**config.mk**
```make
export PLATFORM = sky130hd
export DESIGN_NAME = dao_top
export DESIGN_NICKNAME = d
export VERILOG_FILES = /design/src/include/dao_pkg.sv /design/src/include/dao_chan_if.sv /design/src/rtl/dao_chan.sv /design/src/rtl/dao_top.sv
export VERILOG_INCLUDE_DIRS = /design/src /design/src/include
export SDC_FILE = /design/constraint.sdc
export NUM_CORES = 1
export LEC_CHECK = 0
export ABC_CLOCK_PERIOD_IN_PS = 10900
export BUFFER_PORTS_ARGS = -buffer_cell sky130_fd_sc_hd__buf_2
export CORE_UTILIZATION = 58
export CTS_CLUSTER_SIZE = 8
export DETAILED_ROUTE_END_ITERATION = 7
export PLACE_DENSITY = 0.78
export SYNTH_ARGS = -nofsm -noshare
export SYNTH_HDL_FRONTEND = slang
export SYNTH_HIERARCHICAL = 1
export SYNTH_SLANG_ARGS = --single-unit
export TNS_END_PERCENT = 1
```
**constraint.sdc**
```tcl
create_clock -name core_clk -period 10.9 [get_ports core_clk]
set_input_delay 3.27 -clock core_clk [delete_from_list [all_inputs] [get_ports core_clk]]
set_output_delay 3.27 -clock core_clk [all_outputs]
set_load 0.02 [all_outputs]
```
**src/include/dao_defs.svh**
```systemverilog
// offsets, field positions, reset values and timing counts of the dual
// converter output block; assumes a 100 MHz core clock
`ifndef DAO_DEFS_SVH
`define DAO_DEFS_SVH
`define DAO_ADDR_W 8
`define DAO_REG_CTRL 8'h00
`define DAO_REG_STATUS 8'h04
`define DAO_REG_WORD_A 8'h08
`define DAO_REG_WORD_B 8'h0C
`define DAO_REG_CNT_A 8'h10
`define DAO_REG_CNT_B 8'h14
`define DAO_CTRL_MODE_LSB 0
`define DAO_CTRL_MODE_RST 2'h0
`define DAO_MODE_OB_NODCS 2'h0
`define DAO_MODE_OB_DCS 2'h1
`define DAO_MODE_TC_DCS 2'h2
`define DAO_MODE_TC_NODCS 2'h3
`define DAO_ST_PWR_A_LSB 0
`define DAO_ST_PWR_B_LSB 4
`define DAO_ST_VALID_A 8
`define DAO_ST_VALID_B 9
`define DAO_ST_LOCK_A 10
`define DAO_ST_LOCK_B 11
`define DAO_ST_DCS 12
`define DAO_ST_TWOS 13
`define DAO_WORD_FLAG_BIT 16
`define DAO_CLK_PERIOD_NS 10
`define DAO_SLEEP_WAKE_US 1000
`define DAO_SLEEP_WAKE_CYC ((`DAO_SLEEP_WAKE_US * 1000 + `DAO_CLK_PERIOD_NS - 1) / `DAO_CLK_PERIOD_NS)
`define DAO_DCS_STOP_NS 2000
`define DAO_DCS_STOP_CYC ((`DAO_DCS_STOP_NS + `DAO_CLK_PERIOD_NS - 1) / `DAO_CLK_PERIOD_NS)
`define DAO_NAP_WAKE_EDGES 100
`define DAO_RELOCK_EDGES 100
`define DAO_LATENCY_DEF 5
`endif

```
**src/include/dao_pkg.sv**
```systemverilog
// types and mode decode shared by the output block modules
// assumes dao_defs.svh is on the include path
`default_nettype none
`include "dao_defs.svh"
package dao_pkg;
   typedef enum logic [3:0] {
      DAO_PWR_RUN = 4'h1,
      DAO_PWR_NAP = 4'h2,
      DAO_PWR_SLEEP = 4'h4,
      DAO_PWR_WAKE = 4'h8
   } dao_pwr_t;

   function automatic logic dao_twos(input logic [1:0] mode);
      return mode == `DAO_MODE_TC_DCS || mode == `DAO_MODE_TC_NODCS;
   endfunction

   function automatic logic dao_dcs(input logic [1:0] mode);
      return mode == `DAO_MODE_OB_DCS || mode == `DAO_MODE_TC_DCS;
   endfunction
endpackage
`default_nettype wire

```
**src/include/dao_chan_if.sv**
```systemverilog
// one converter channel's result as seen by the output routing
// assumes dao_pkg is compiled first
`timescale 1ns/1ns
`default_nettype none
interface dao_chan_if #(parameter int DATA_W = 10) ();
   logic [DATA_W-1:0] word;
   logic flag;
   logic drive;
   logic valid;
   logic locked;
   logic upd;
   dao_pkg::dao_pwr_t pwr;
   modport src (output word, flag, drive, valid, locked, upd, pwr);
   modport dst (input word, flag, drive, valid, locked, upd, pwr);
endinterface
`default_nettype wire

```
**src/rtl/dao_chan.sv**
```systemverilog
// one converter channel: code format, overrange, power state, clock lock
// assumes sample clock and pin controls synchronous to core_clk
`timescale 1ns/1ns
`default_nettype none
`include "dao_defs.svh"
module dao_chan #(
   parameter int DATA_W = 10,
   parameter int RAW_W = 12,
   parameter int LATENCY = `DAO_LATENCY_DEF,
   parameter int SLEEP_WAKE_CYC = `DAO_SLEEP_WAKE_CYC
) (
   input wire logic core_clk,
   input wire logic rst,
   input wire logic signed [RAW_W-1:0] raw_code,
   input wire logic sample_clk,
   input wire logic power_down_req,
   input wire logic output_disable_n,
   input wire logic twos_fmt,
   input wire logic dcs_on,
   dao_chan_if.src chan
);
   localparam int WAIT_W = 17;
   localparam logic signed [RAW_W-1:0] RMAX = RAW_W'(2 ** (DATA_W - 1) - 1);
   localparam logic signed [RAW_W-1:0] RMIN = RAW_W'(-(2 ** (DATA_W - 1)));

   typedef struct packed {
      logic clk_q;
      logic [LATENCY-1:0][DATA_W:0] pipe;
      dao_pkg::dao_pwr_t pwr;
      logic slow_wake;
      logic [WAIT_W-1:0] wait_cnt;
      logic [7:0] stop_cnt;
      logic [7:0] lock_cnt;
      logic locked;
      logic [3:0] fill;
      logic drive;
      logic upd;
   } dao_chan_st_t;

   dao_chan_st_t s;
   dao_chan_st_t next_s;

   // clamp first, then the msb flip is the only difference between formats
   function automatic logic [DATA_W:0] to_code(input logic signed [RAW_W-1:0] v, input logic tc);
      logic signed [RAW_W-1:0] sat;
      logic [DATA_W-1:0] w;
      sat = (v > RMAX) ? RMAX : ((v < RMIN) ? RMIN : v);
      w = sat[DATA_W-1:0];
      if (!tc) begin
         w[DATA_W-1] = ~w[DATA_W-1];
      end
      return {(v > RMAX) || (v < RMIN), w};
   endfunction

   always_comb begin
      logic rise;
      rise = sample_clk & ~s.clk_q;
      next_s = s;
      next_s.clk_q = sample_clk;
      next_s.upd = 1'b0;
      next_s.drive = !power_down_req && !output_disable_n;
      if (power_down_req) begin
         next_s.pwr = output_disable_n ? dao_pkg::DAO_PWR_SLEEP : dao_pkg::DAO_PWR_NAP;
         next_s.slow_wake = output_disable_n;
         next_s.wait_cnt = output_disable_n ? WAIT_W'(SLEEP_WAKE_CYC) : WAIT_W'(`DAO_NAP_WAKE_EDGES);
         next_s.fill = 4'h0;
      end else begin
         unique case (s.pwr)
            dao_pkg::DAO_PWR_RUN: begin
            end
            dao_pkg::DAO_PWR_NAP, dao_pkg::DAO_PWR_SLEEP: begin
               next_s.pwr = dao_pkg::DAO_PWR_WAKE;
            end
            dao_pkg::DAO_PWR_WAKE: begin
               // sleep recovery is timed in core cycles, nap recovery in samples
               if (s.wait_cnt == '0) begin
                  next_s.pwr = dao_pkg::DAO_PWR_RUN;
               end else if (s.slow_wake || rise) begin
                  next_s.wait_cnt = s.wait_cnt - WAIT_W'(1);
               end
            end
         endcase
      end
      if (!dcs_on) begin
         next_s.locked = 1'b1;
         next_s.stop_cnt = 8'h00;
         next_s.lock_cnt = 8'h00;
      end else if (rise) begin
         next_s.stop_cnt = 8'h00;
         if (!s.locked && s.lock_cnt == 8'(`DAO_RELOCK_EDGES - 1)) begin
            next_s.locked = 1'b1;
         end else if (!s.locked) begin
            next_s.lock_cnt = s.lock_cnt + 8'h01;
         end
      end else if (s.stop_cnt == 8'(`DAO_DCS_STOP_CYC - 1)) begin
         next_s.locked = 1'b0;
         next_s.lock_cnt = 8'h00;
      end else begin
         next_s.stop_cnt = s.stop_cnt + 8'h01;
      end
      // only the rising sample edge converts, with or without the stabilizer
      if (rise && !power_down_req && (s.pwr == dao_pkg::DAO_PWR_RUN || s.pwr == dao_pkg::DAO_PWR_WAKE)) begin
         next_s.pipe[0] = to_code(raw_code, twos_fmt);
         for (int i = 1; i < LATENCY; i++) begin
            next_s.pipe[i] = s.pipe[i-1];
         end
         next_s.upd = 1'b1;
         if (s.fill != 4'(LATENCY)) begin
            next_s.fill = s.fill + 4'h1;
         end
      end
   end

   always_ff @(posedge core_clk or posedge rst) begin
      if (rst) begin
         s <= '0;
         s.pwr <= dao_pkg::DAO_PWR_RUN;
         s.locked <= 1'b1;
      end else begin
         s <= next_s;
      end
   end

   assign chan.word = s.pipe[LATENCY-1][DATA_W-1:0];
   assign chan.flag = s.pipe[LATENCY-1][DATA_W];
   assign chan.drive = s.drive;
   assign chan.valid = s.pwr == dao_pkg::DAO_PWR_RUN && s.locked && s.fill == 4'(LATENCY);
   assign chan.locked = s.locked;
   assign chan.upd = s.upd;
   assign chan.pwr = s.pwr;

   a_ob_zero_code: assert property (@(posedge core_clk) disable iff (rst)
      next_s.upd && !twos_fmt && raw_code == '0 |=> s.pipe[0] == {1'b0, 1'b1, {(DATA_W-1){1'b0}}})
      else $error("offset binary zero code wrong");
   a_tc_top_code: assert property (@(posedge core_clk) disable iff (rst)
      next_s.upd && twos_fmt && raw_code == RMAX |=> s.pipe[0] == {1'b0, 1'b0, {(DATA_W-1){1'b1}}})
      else $error("twos complement top code wrong");
   a_over_flag: assert property (@(posedge core_clk) disable iff (rst)
      next_s.upd && raw_code < RMIN |=> s.pipe[0][DATA_W] && s.pipe[0][DATA_W-2:0] == '0)
      else $error("underrange not flagged or not saturated");
endmodule
`default_nettype wire

```
**src/rtl/dao_top.sv**
```systemverilog
// dual converter digital output side: two channels, bus swap, APB control
// assumes all pins synchronous to core_clk; tristate resolved outside
//
// Functional notes
// - offset binary: top all ones, zero midscale
// - twos complement is offset binary, msb inverted
// - overrange raises flag and saturates the word
// - four mode codes pick format and stabilizer
// - one mode setting serves both channels
// - disable level floats channel word and flag
// - each channel has its own disable input
// - power down low means normal conversion
// - power down with disable gives sleep, slow wake
// - power down while enabled gives nap, 100-sample wake
// - sleep and nap float all channel outputs
// - channels power and float independently
// - swap high: channel A on bus A
// - swap low: channels cross to opposite buses
// - stabilizer samples rising edge, relocks in 100 sample edges
`timescale 1ns/1ns
`default_nettype none
`include "dao_defs.svh"
module dao_top #(
   parameter int DATA_W = 10,
   parameter int RAW_W = 12,
   parameter int LATENCY = `DAO_LATENCY_DEF,
   parameter int SLEEP_WAKE_CYC = `DAO_SLEEP_WAKE_CYC
) (
   input wire logic core_clk,
   input wire logic rst,
   input wire logic psel,
   input wire logic penable,
   input wire logic pwrite,
   input wire logic [`DAO_ADDR_W-1:0] paddr,
   input wire logic [31:0] pwdata,
   output logic [31:0] prdata,
   output logic pready,
   output logic pslverr,
   input wire logic signed [RAW_W-1:0] raw_code_chan_a,
   input wire logic signed [RAW_W-1:0] raw_code_chan_b,
   input wire logic sample_clock_chan_a,
   input wire logic sample_clock_chan_b,
   input wire logic power_down_req_chan_a,
   input wire logic power_down_req_chan_b,
   input wire logic output_disable_n_chan_a,
   input wire logic output_disable_n_chan_b,
   input wire logic bus_swap_sel,
   output logic [DATA_W-1:0] output_bus_a_word,
   output logic range_exceeded_flag_bus_a,
   output logic output_bus_a_oe_n,
   output logic [DATA_W-1:0] output_bus_b_word,
   output logic range_exceeded_flag_bus_b,
   output logic output_bus_b_oe_n
);
   // the wake counter is 17 bits and the fill counter 4 bits wide
   if (RAW_W <= DATA_W || DATA_W < 2 || DATA_W > `DAO_WORD_FLAG_BIT) begin : g_bad_width
      $error("dao_top: unsupported word widths");
   end
   if (LATENCY < 2 || LATENCY > 15) begin : g_bad_latency
      $error("dao_top: latency must be 2 to 15 samples");
   end
   if (SLEEP_WAKE_CYC < 1 || SLEEP_WAKE_CYC > 131071) begin : g_bad_wake
      $error("dao_top: sleep wake count out of range");
   end

   typedef struct packed {
      logic [1:0] mode;
      logic [DATA_W-1:0] bus_a;
      logic [DATA_W-1:0] bus_b;
      logic flag_a;
      logic flag_b;
      logic oe_a_n;
      logic oe_b_n;
      logic [31:0] prdata;
      logic slverr;
      logic [31:0] cnt_a;
      logic [31:0] cnt_b;
   } dao_top_st_t;

   dao_top_st_t s;
   dao_top_st_t next_s;
   logic twos_fmt;
   logic dcs_on;

   dao_chan_if #(.DATA_W(DATA_W)) ca ();
   dao_chan_if #(.DATA_W(DATA_W)) cb ();

   function automatic logic reg_hit(input logic [`DAO_ADDR_W-1:0] a);
      return a == `DAO_REG_CTRL || a == `DAO_REG_STATUS || a == `DAO_REG_WORD_A ||
             a == `DAO_REG_WORD_B || a == `DAO_REG_CNT_A || a == `DAO_REG_CNT_B;
   endfunction

   function automatic logic [31:0] word_reg(input logic [DATA_W-1:0] w, input logic f);
      logic [31:0] r;
      r = '0;
      r[DATA_W-1:0] = w;
      r[`DAO_WORD_FLAG_BIT] = f;
      return r;
   endfunction

   function automatic logic [31:0] status_reg(input logic [1:0] mode);
      logic [31:0] r;
      r = '0;
      r[`DAO_ST_PWR_A_LSB +: 4] = ca.pwr;
      r[`DAO_ST_PWR_B_LSB +: 4] = cb.pwr;
      r[`DAO_ST_VALID_A] = ca.valid;
      r[`DAO_ST_VALID_B] = cb.valid;
      r[`DAO_ST_LOCK_A] = ca.locked;
      r[`DAO_ST_LOCK_B] = cb.locked;
      r[`DAO_ST_DCS] = dao_pkg::dao_dcs(mode);
      r[`DAO_ST_TWOS] = dao_pkg::dao_twos(mode);
      return r;
   endfunction

   // a single mode field feeds both channels, so formats cannot diverge
   assign twos_fmt = dao_pkg::dao_twos(s.mode);
   assign dcs_on = dao_pkg::dao_dcs(s.mode);

   // each channel sees only its own power and disable pins
   dao_chan #(
      .DATA_W(DATA_W),
      .RAW_W(RAW_W),
      .LATENCY(LATENCY),
      .SLEEP_WAKE_CYC(SLEEP_WAKE_CYC)
   ) u_chan_a (
      .core_clk(core_clk),
      .rst(rst),
      .raw_code(raw_code_chan_a),
      .sample_clk(sample_clock_chan_a),
      .power_down_req(power_down_req_chan_a),
      .output_disable_n(output_disable_n_chan_a),
      .twos_fmt(twos_fmt),
      .dcs_on(dcs_on),
      .chan(ca.src)
   );

   dao_chan #(
      .DATA_W(DATA_W),
      .RAW_W(RAW_W),
      .LATENCY(LATENCY),
      .SLEEP_WAKE_CYC(SLEEP_WAKE_CYC)
   ) u_chan_b (
      .core_clk(core_clk),
      .rst(rst),
      .raw_code(raw_code_chan_b),
      .sample_clk(sample_clock_chan_b),
      .power_down_req(power_down_req_chan_b),
      .output_disable_n(output_disable_n_chan_b),
      .twos_fmt(twos_fmt),
      .dcs_on(dcs_on),
      .chan(cb.src)
   );

   always_comb begin
      logic setup;
      logic wr;
      logic clr_a;
      logic clr_b;
      setup = psel && !penable;
      wr = psel && penable && pwrite;
      clr_a = wr && paddr == `DAO_REG_CNT_A;
      clr_b = wr && paddr == `DAO_REG_CNT_B;
      next_s = s;
      // the enable follows whichever channel is routed onto the bus
      if (bus_swap_sel) begin
         next_s.bus_a = ca.word;
         next_s.flag_a = ca.flag;
         next_s.oe_a_n = !ca.drive;
         next_s.bus_b = cb.word;
         next_s.flag_b = cb.flag;
         next_s.oe_b_n = !cb.drive;
      end else begin
         next_s.bus_a = cb.word;
         next_s.flag_a = cb.flag;
         next_s.oe_a_n = !cb.drive;
         next_s.bus_b = ca.word;
         next_s.flag_b = ca.flag;
         next_s.oe_b_n = !ca.drive;
      end
      // read data is captured in the setup phase so prdata is a flop output
      if (setup) begin
         next_s.slverr = !reg_hit(paddr);
         unique case (paddr)
            `DAO_REG_CTRL: next_s.prdata = {30'h0, s.mode};
            `DAO_REG_STATUS: next_s.prdata = status_reg(s.mode);
            `DAO_REG_WORD_A: next_s.prdata = word_reg(ca.word, ca.flag);
            `DAO_REG_WORD_B: next_s.prdata = word_reg(cb.word, cb.flag);
            `DAO_REG_CNT_A: next_s.prdata = s.cnt_a;
            `DAO_REG_CNT_B: next_s.prdata = s.cnt_b;
            default: next_s.prdata = 32'h0000_0000;
         endcase
      end
      if (wr && paddr == `DAO_REG_CTRL) begin
         next_s.mode = pwdata[`DAO_CTRL_MODE_LSB +: 2];
      end
      // a sample landing on the clearing write is still counted
      next_s.cnt_a = (clr_a ? 32'h0000_0000 : s.cnt_a) + {31'h0, ca.upd};
      next_s.cnt_b = (clr_b ? 32'h0000_0000 : s.cnt_b) + {31'h0, cb.upd};
   end

   always_ff @(posedge core_clk or posedge rst) begin
      if (rst) begin
         s <= '0;
         s.mode <= `DAO_CTRL_MODE_RST;
         s.oe_a_n <= 1'b1;
         s.oe_b_n <= 1'b1;
      end else begin
         s <= next_s;
      end
   end

   // zero wait states: every access completes in its first access cycle
   assign pready = 1'b1;
   assign pslverr = psel && penable && s.slverr;
   assign prdata = s.prdata;
   assign output_bus_a_word = s.bus_a;
   assign range_exceeded_flag_bus_a = s.flag_a;
   assign output_bus_a_oe_n = s.oe_a_n;
   assign output_bus_b_word = s.bus_b;
   assign range_exceeded_flag_bus_b = s.flag_b;
   assign output_bus_b_oe_n = s.oe_b_n;

   a_swap_high_route: assert property (@(posedge core_clk) disable iff (rst)
      bus_swap_sel |=> output_bus_a_word == $past(ca.word) && range_exceeded_flag_bus_a == $past(ca.flag)
         && output_bus_b_word == $past(cb.word))
      else $error("swap high routing wrong");

   a_swap_low_route: assert property (@(posedge core_clk) disable iff (rst)
      !bus_swap_sel |=> output_bus_b_word == $past(ca.word) && range_exceeded_flag_bus_b == $past(ca.flag)
         && output_bus_a_word == $past(cb.word))
      else $error("swap low routing wrong");

   a_disable_float_a: assert property (@(posedge core_clk) disable iff (rst)
      (output_disable_n_chan_a && bus_swap_sel) [*4] |-> output_bus_a_oe_n)
      else $error("disabled channel A still drives");

   a_disable_own_b: assert property (@(posedge core_clk) disable iff (rst)
      (output_disable_n_chan_a && !output_disable_n_chan_b && !power_down_req_chan_b && bus_swap_sel) [*4]
         |-> !output_bus_b_oe_n && output_bus_a_oe_n)
      else $error("channel B disable not independent");

   a_powerdown_float: assert property (@(posedge core_clk) disable iff (rst)
      (power_down_req_chan_b && !bus_swap_sel) [*4] |-> output_bus_a_oe_n)
      else $error("powered down channel B still drives");

   a_sleep_enter: assert property (@(posedge core_clk) disable iff (rst)
      power_down_req_chan_a && output_disable_n_chan_a |=> ca.pwr == dao_pkg::DAO_PWR_SLEEP && !ca.valid)
      else $error("sleep not entered");

   a_nap_enter: assert property (@(posedge core_clk) disable iff (rst)
      power_down_req_chan_b && !output_disable_n_chan_b |=> cb.pwr == dao_pkg::DAO_PWR_NAP && !cb.drive)
      else $error("nap not entered");

   a_nap_no_early: assert property (@(posedge core_clk) disable iff (rst)
      cb.pwr == dao_pkg::DAO_PWR_NAP ##1 !power_down_req_chan_b && cb.pwr == dao_pkg::DAO_PWR_NAP
         |=> (cb.pwr == dao_pkg::DAO_PWR_WAKE && !cb.valid) [*2])
      else $error("nap exit valid too early");

   a_run_normal: assert property (@(posedge core_clk) disable iff (rst)
      !power_down_req_chan_a && !output_disable_n_chan_a && ca.pwr == dao_pkg::DAO_PWR_RUN
         |=> ca.drive && ca.pwr == dao_pkg::DAO_PWR_RUN)
      else $error("normal operation left unexpectedly");

   a_indep_power: assert property (@(posedge core_clk) disable iff (rst)
      power_down_req_chan_a && !power_down_req_chan_b |=> cb.pwr != dao_pkg::DAO_PWR_NAP
         && cb.pwr != dao_pkg::DAO_PWR_SLEEP && ca.pwr != dao_pkg::DAO_PWR_RUN)
      else $error("channel power states coupled");

   a_mode_decode: assert property (@(posedge core_clk) disable iff (rst)
      (s.mode == 2'h0 |-> !twos_fmt && !dcs_on) and (s.mode == 2'h1 |-> !twos_fmt && dcs_on)
         and (s.mode == 2'h2 |-> twos_fmt && dcs_on) and (s.mode == 2'h3 |-> twos_fmt && !dcs_on))
      else $error("mode decode wrong");

   a_relock_hold: assert property (@(posedge core_clk) disable iff (rst)
      dcs_on && !ca.locked |-> !ca.valid)
      else $error("valid while stabilizer unlocked");

   a_mode_write: assert property (@(posedge core_clk) disable iff (rst)
      psel && penable && pwrite && paddr == `DAO_REG_CTRL |=> s.mode == $past(pwdata[1:0]))
      else $error("mode write lost");

   a_count_step: assert property (@(posedge core_clk) disable iff (rst)
      ca.upd && !(psel && penable && pwrite && paddr == `DAO_REG_CNT_A) |=> s.cnt_a == $past(s.cnt_a) + 32'h1)
      else $error("sample count missed an update");

   a_unmapped_err: assert property (@(posedge core_clk) disable iff (rst)
      psel && !penable && !reg_hit(paddr) ##1 psel && penable |-> pslverr && prdata == 32'h0)
      else $error("unmapped access not refused");
endmodule
`default_nettype wire

```
==> summary.txt <==
outcome = completed
sw frac = 24.0%
Clock Pin Slew Worst Setup and Hold Paths = 50 ps
worst slack at placement = 3950 ps
fin util = 64.3%
Worst path top cell family by delay = buffers and inverters
detailed-placement wirelength estimate = 23000 um
top cell type's share of synthesized area = 49.8%
Clock Path Buffers = 3
fmax = 143 MHz
Worst R2R Setup Slack = 8130 ps
crit end category = output port
Gate Count Post-Synth = 1677
final hold viol count = 0
Post-Route Setup TNS = 0 ps
mux contribution to synthesized area = 4.19%
placed insts = 1973
metal2 WL = 16400 um
diode count = 0
DIE AREA = 28300 um2
CP max FO = 4
Slew @ Worst Pin = 1040 ps
Crit path required time = 7630 ps
Met1 Wirelength = 16000 um
WHS Endpoint = output_bus_a_oe_n$_DFF_PP1_
most common cell in the netlist = nand2_1
later-pin clock latency in the skew report = 550 ps
VDD IR max = 0.120 mV
Gate power share = 6.4%
average size of a mapped cell = 9.55 um2
Pwr Density = 160 nW/um2
# clock sinks = 325
row cnt = 60
GR Overflow Total = 0
min cycle time layout = 6970 ps
ys flop type = dfrtp_1
Yosys reg bits = 325
biggest regs = u_chan_a/s x83, u_chan_b/s x83, s x67
total number of H-tree levels = 2
P&R area growth vs syn = 8.49%
# DRC = 0
Synth area leaders = dfrtp_1 (50%), nand2_1 (9.3%), buf_4 (3.8%), mux2_2 (2.7%), o21ai_0 (2.5%)
Top Layer Used = met4
worst hold path class = reg -> reg
CTS tree = done
crit-path cells = buf_2 > and3_1 > buf_2
share of cells above drive strength 1 = 14.4%
RSZ-0062 raised after global routing = false
vias in the first global route = 11632
TritonCTS Buffers = 46
clock power share = 45.8%
CP Buf/Inv Count = 2
initial antenna violation count = 0
clk root buf = clkbuf_16
total track usage = 25.6%
reported net switching power = 0.000666 W
share of total power in sequential cells = 47.8%
CORE AREA = 27000 um2
max cap viols = 0
EDFF count, synth = 0
kind of critical path = in -> out
Final Max Slew Viols = 0
fin cells = 2039
synth cell count leaders = nand2_1 (396), dfrtp_1 (319), nor2_1 (85), buf_4 (82), o21ai_0 (79)
post-synth cell types = 82
Mapped Area = 16000 um2
Antenna Violating Nets Remaining = 0
1st-pass router iterations = 5
Synth area leader = dfrtp_1
reg2reg end = u_chan_b/chan.word[5]$_DFFE_PP0N_
Layout Nets = 1773
Worst Clk Skew = 17.8 ps
asr flop ratio synth = 100%
Max stage delay cell, worst path = and3_1
I/O pins = 134
reg2reg start = u_chan_b/s[100]$_DFF_PP0_
Worst Path Arrival = 3700 ps
Final WS setup = 3930 ps
Min-Delay Startpoint = u_chan_a/chan.drive$_DFF_PP0_
hold path depth = 1
CP most frequent cell = buf_2
final setup fails = 0
vias = 12064
dpl cell area = 16100 um2
Synth Area in Adders = 1.33%
number of fill cells = 2144
post-synth net total = 1770
Post-Synth Simple-Gate Area = 22.8%
Pint = 0.00211 W
Leakage = 8.07 nW
Warnings, synthesis = 6
critical path's largest stage delay = 160 ps
initial DRC count = 990
Routed WL = 35100 um
Hold Buf Count CTS = 0
XOR/XNOR share of the synthesized area = 3.88%
DR WL met3 = 1820 um
wire length per cell = 17.2 um
global-route wire length before repair = 58500 um
Final Wtd Congestion = 0.879
setup bufs post-CTS = 0
main combinational cell family by area after synthesis = simple AND/OR/NAND/NOR gates
overall die height = 168 um
initial core utilization = 59.3%
port bufs = 102
largest net degree at the start of global routing = 79
Vias per Instance = 5.92
CP startpoint kind = primary input
Die Wd = 168 um
final instance area = 17400 um2
worst slew margin relative to its limit = 29.7%
Gates resized, CTS repair = 0
r2r worst-path depth = 7
compound-gate portion of the synthesized area = 10.3%
post-synthesis sequential area ratio = 50.8%
Final period util = 64.0%
metal layers:
metal	up-vias	GRT usage (%)
met5	-	0
met4	0	8.62
met3	63	3.53
met2	350	40.4
met1	5908	36.7
li1	5743	-
cell families (layout without fill, tap and decap cells):
| group | count (synthesis) | in the layout |
|---|---|---|
| buffers and inverters | 187 | 208 |
| AO/OA/AOI/OAI | 263 | 263 |
| other | 1 | 1 |
| multiplexers | 61 | 61 |
| XOR/XNOR | 71 | 71 |
| flip-flops | 325 | 325 |
| adder cells (fa/ha/maj) | 17 | 17 |
| AND/OR/NAND/NOR | 752 | 752 |
power by group through the flow:
stage               logic, W  registers, W  clock network (W)
floorplan           0.000138       0.00133                  0
detailed placement  0.000178       0.00135                  0
CTS                 0.000180       0.00133            0.00130
finish              0.000178       0.00133            0.00127
global placement    0.000171       0.00134                  0
global route        0.000206       0.00134            0.00135
layout by cell type (no fill, tap or decap), types with 26 or more instances in the layout:
| master | n |
|---|---|
| a21oi_1 | 50 |
| a22oi_1 | 28 |
| buf_2 | 102 |
| clkbuf_16 | 46 |
| dfrtp_1 | 319 |
| mux2_2 | 38 |
| nand2_1 | 396 |
| nand3_1 | 50 |
| nand4_1 | 27 |
| nor2_1 | 85 |
| o21ai_0 | 79 |
| or3_1 | 26 |
| xnor2_1 | 32 |
| xor2_1 | 39 |
metrics by stage:
step	power (W)	hold slack, ps
CTS	0.00280	440
detailed placement	0.00152	418
floorplan	0.00147	388
finish	0.00278	432
global route	0.00289	444
global placement	0.00151	401
cell type report:
class                   count  area (um2)  share of cell area [%]
flip-flops and latches    325        8140                    46.9
clock inverters             4        61.3                   0.353
inverters                  30         120                   0.691
repair buffers            112         586                    3.37
clock buffers              62        1210                    6.97
well taps                 341         427                    2.46
multi-input cells        1165        6830                    39.3
worst reg2reg max path: stages, from the launching register on:
cell	delay (ps)
dfrtp_1	370
nor2b_1	590
nand3b_1	200
nand2b_2	210
buf_4	300
inv_2	690
nand2_1	250
nand2_1	110
how the worst max path moves through the flow:
| stage | start | endpoint | slack [ps] | cells past startpoint |
|---|---|---|---|---|
| 3_3_place_gp | psel | pslverr | 3950 | 3 |
| 3_5_place_dp | psel | pslverr | 3950 | 3 |
| 5_1_grt | psel | pslverr | 3910 | 3 |
| 6_report | psel | pslverr | 3930 | 3 |
| 2_1_floorplan | psel | pslverr | 4110 | 1 |
| 4_1_cts | psel | pslverr | 3930 | 3 |
Power figures use the tool's default switching activity.
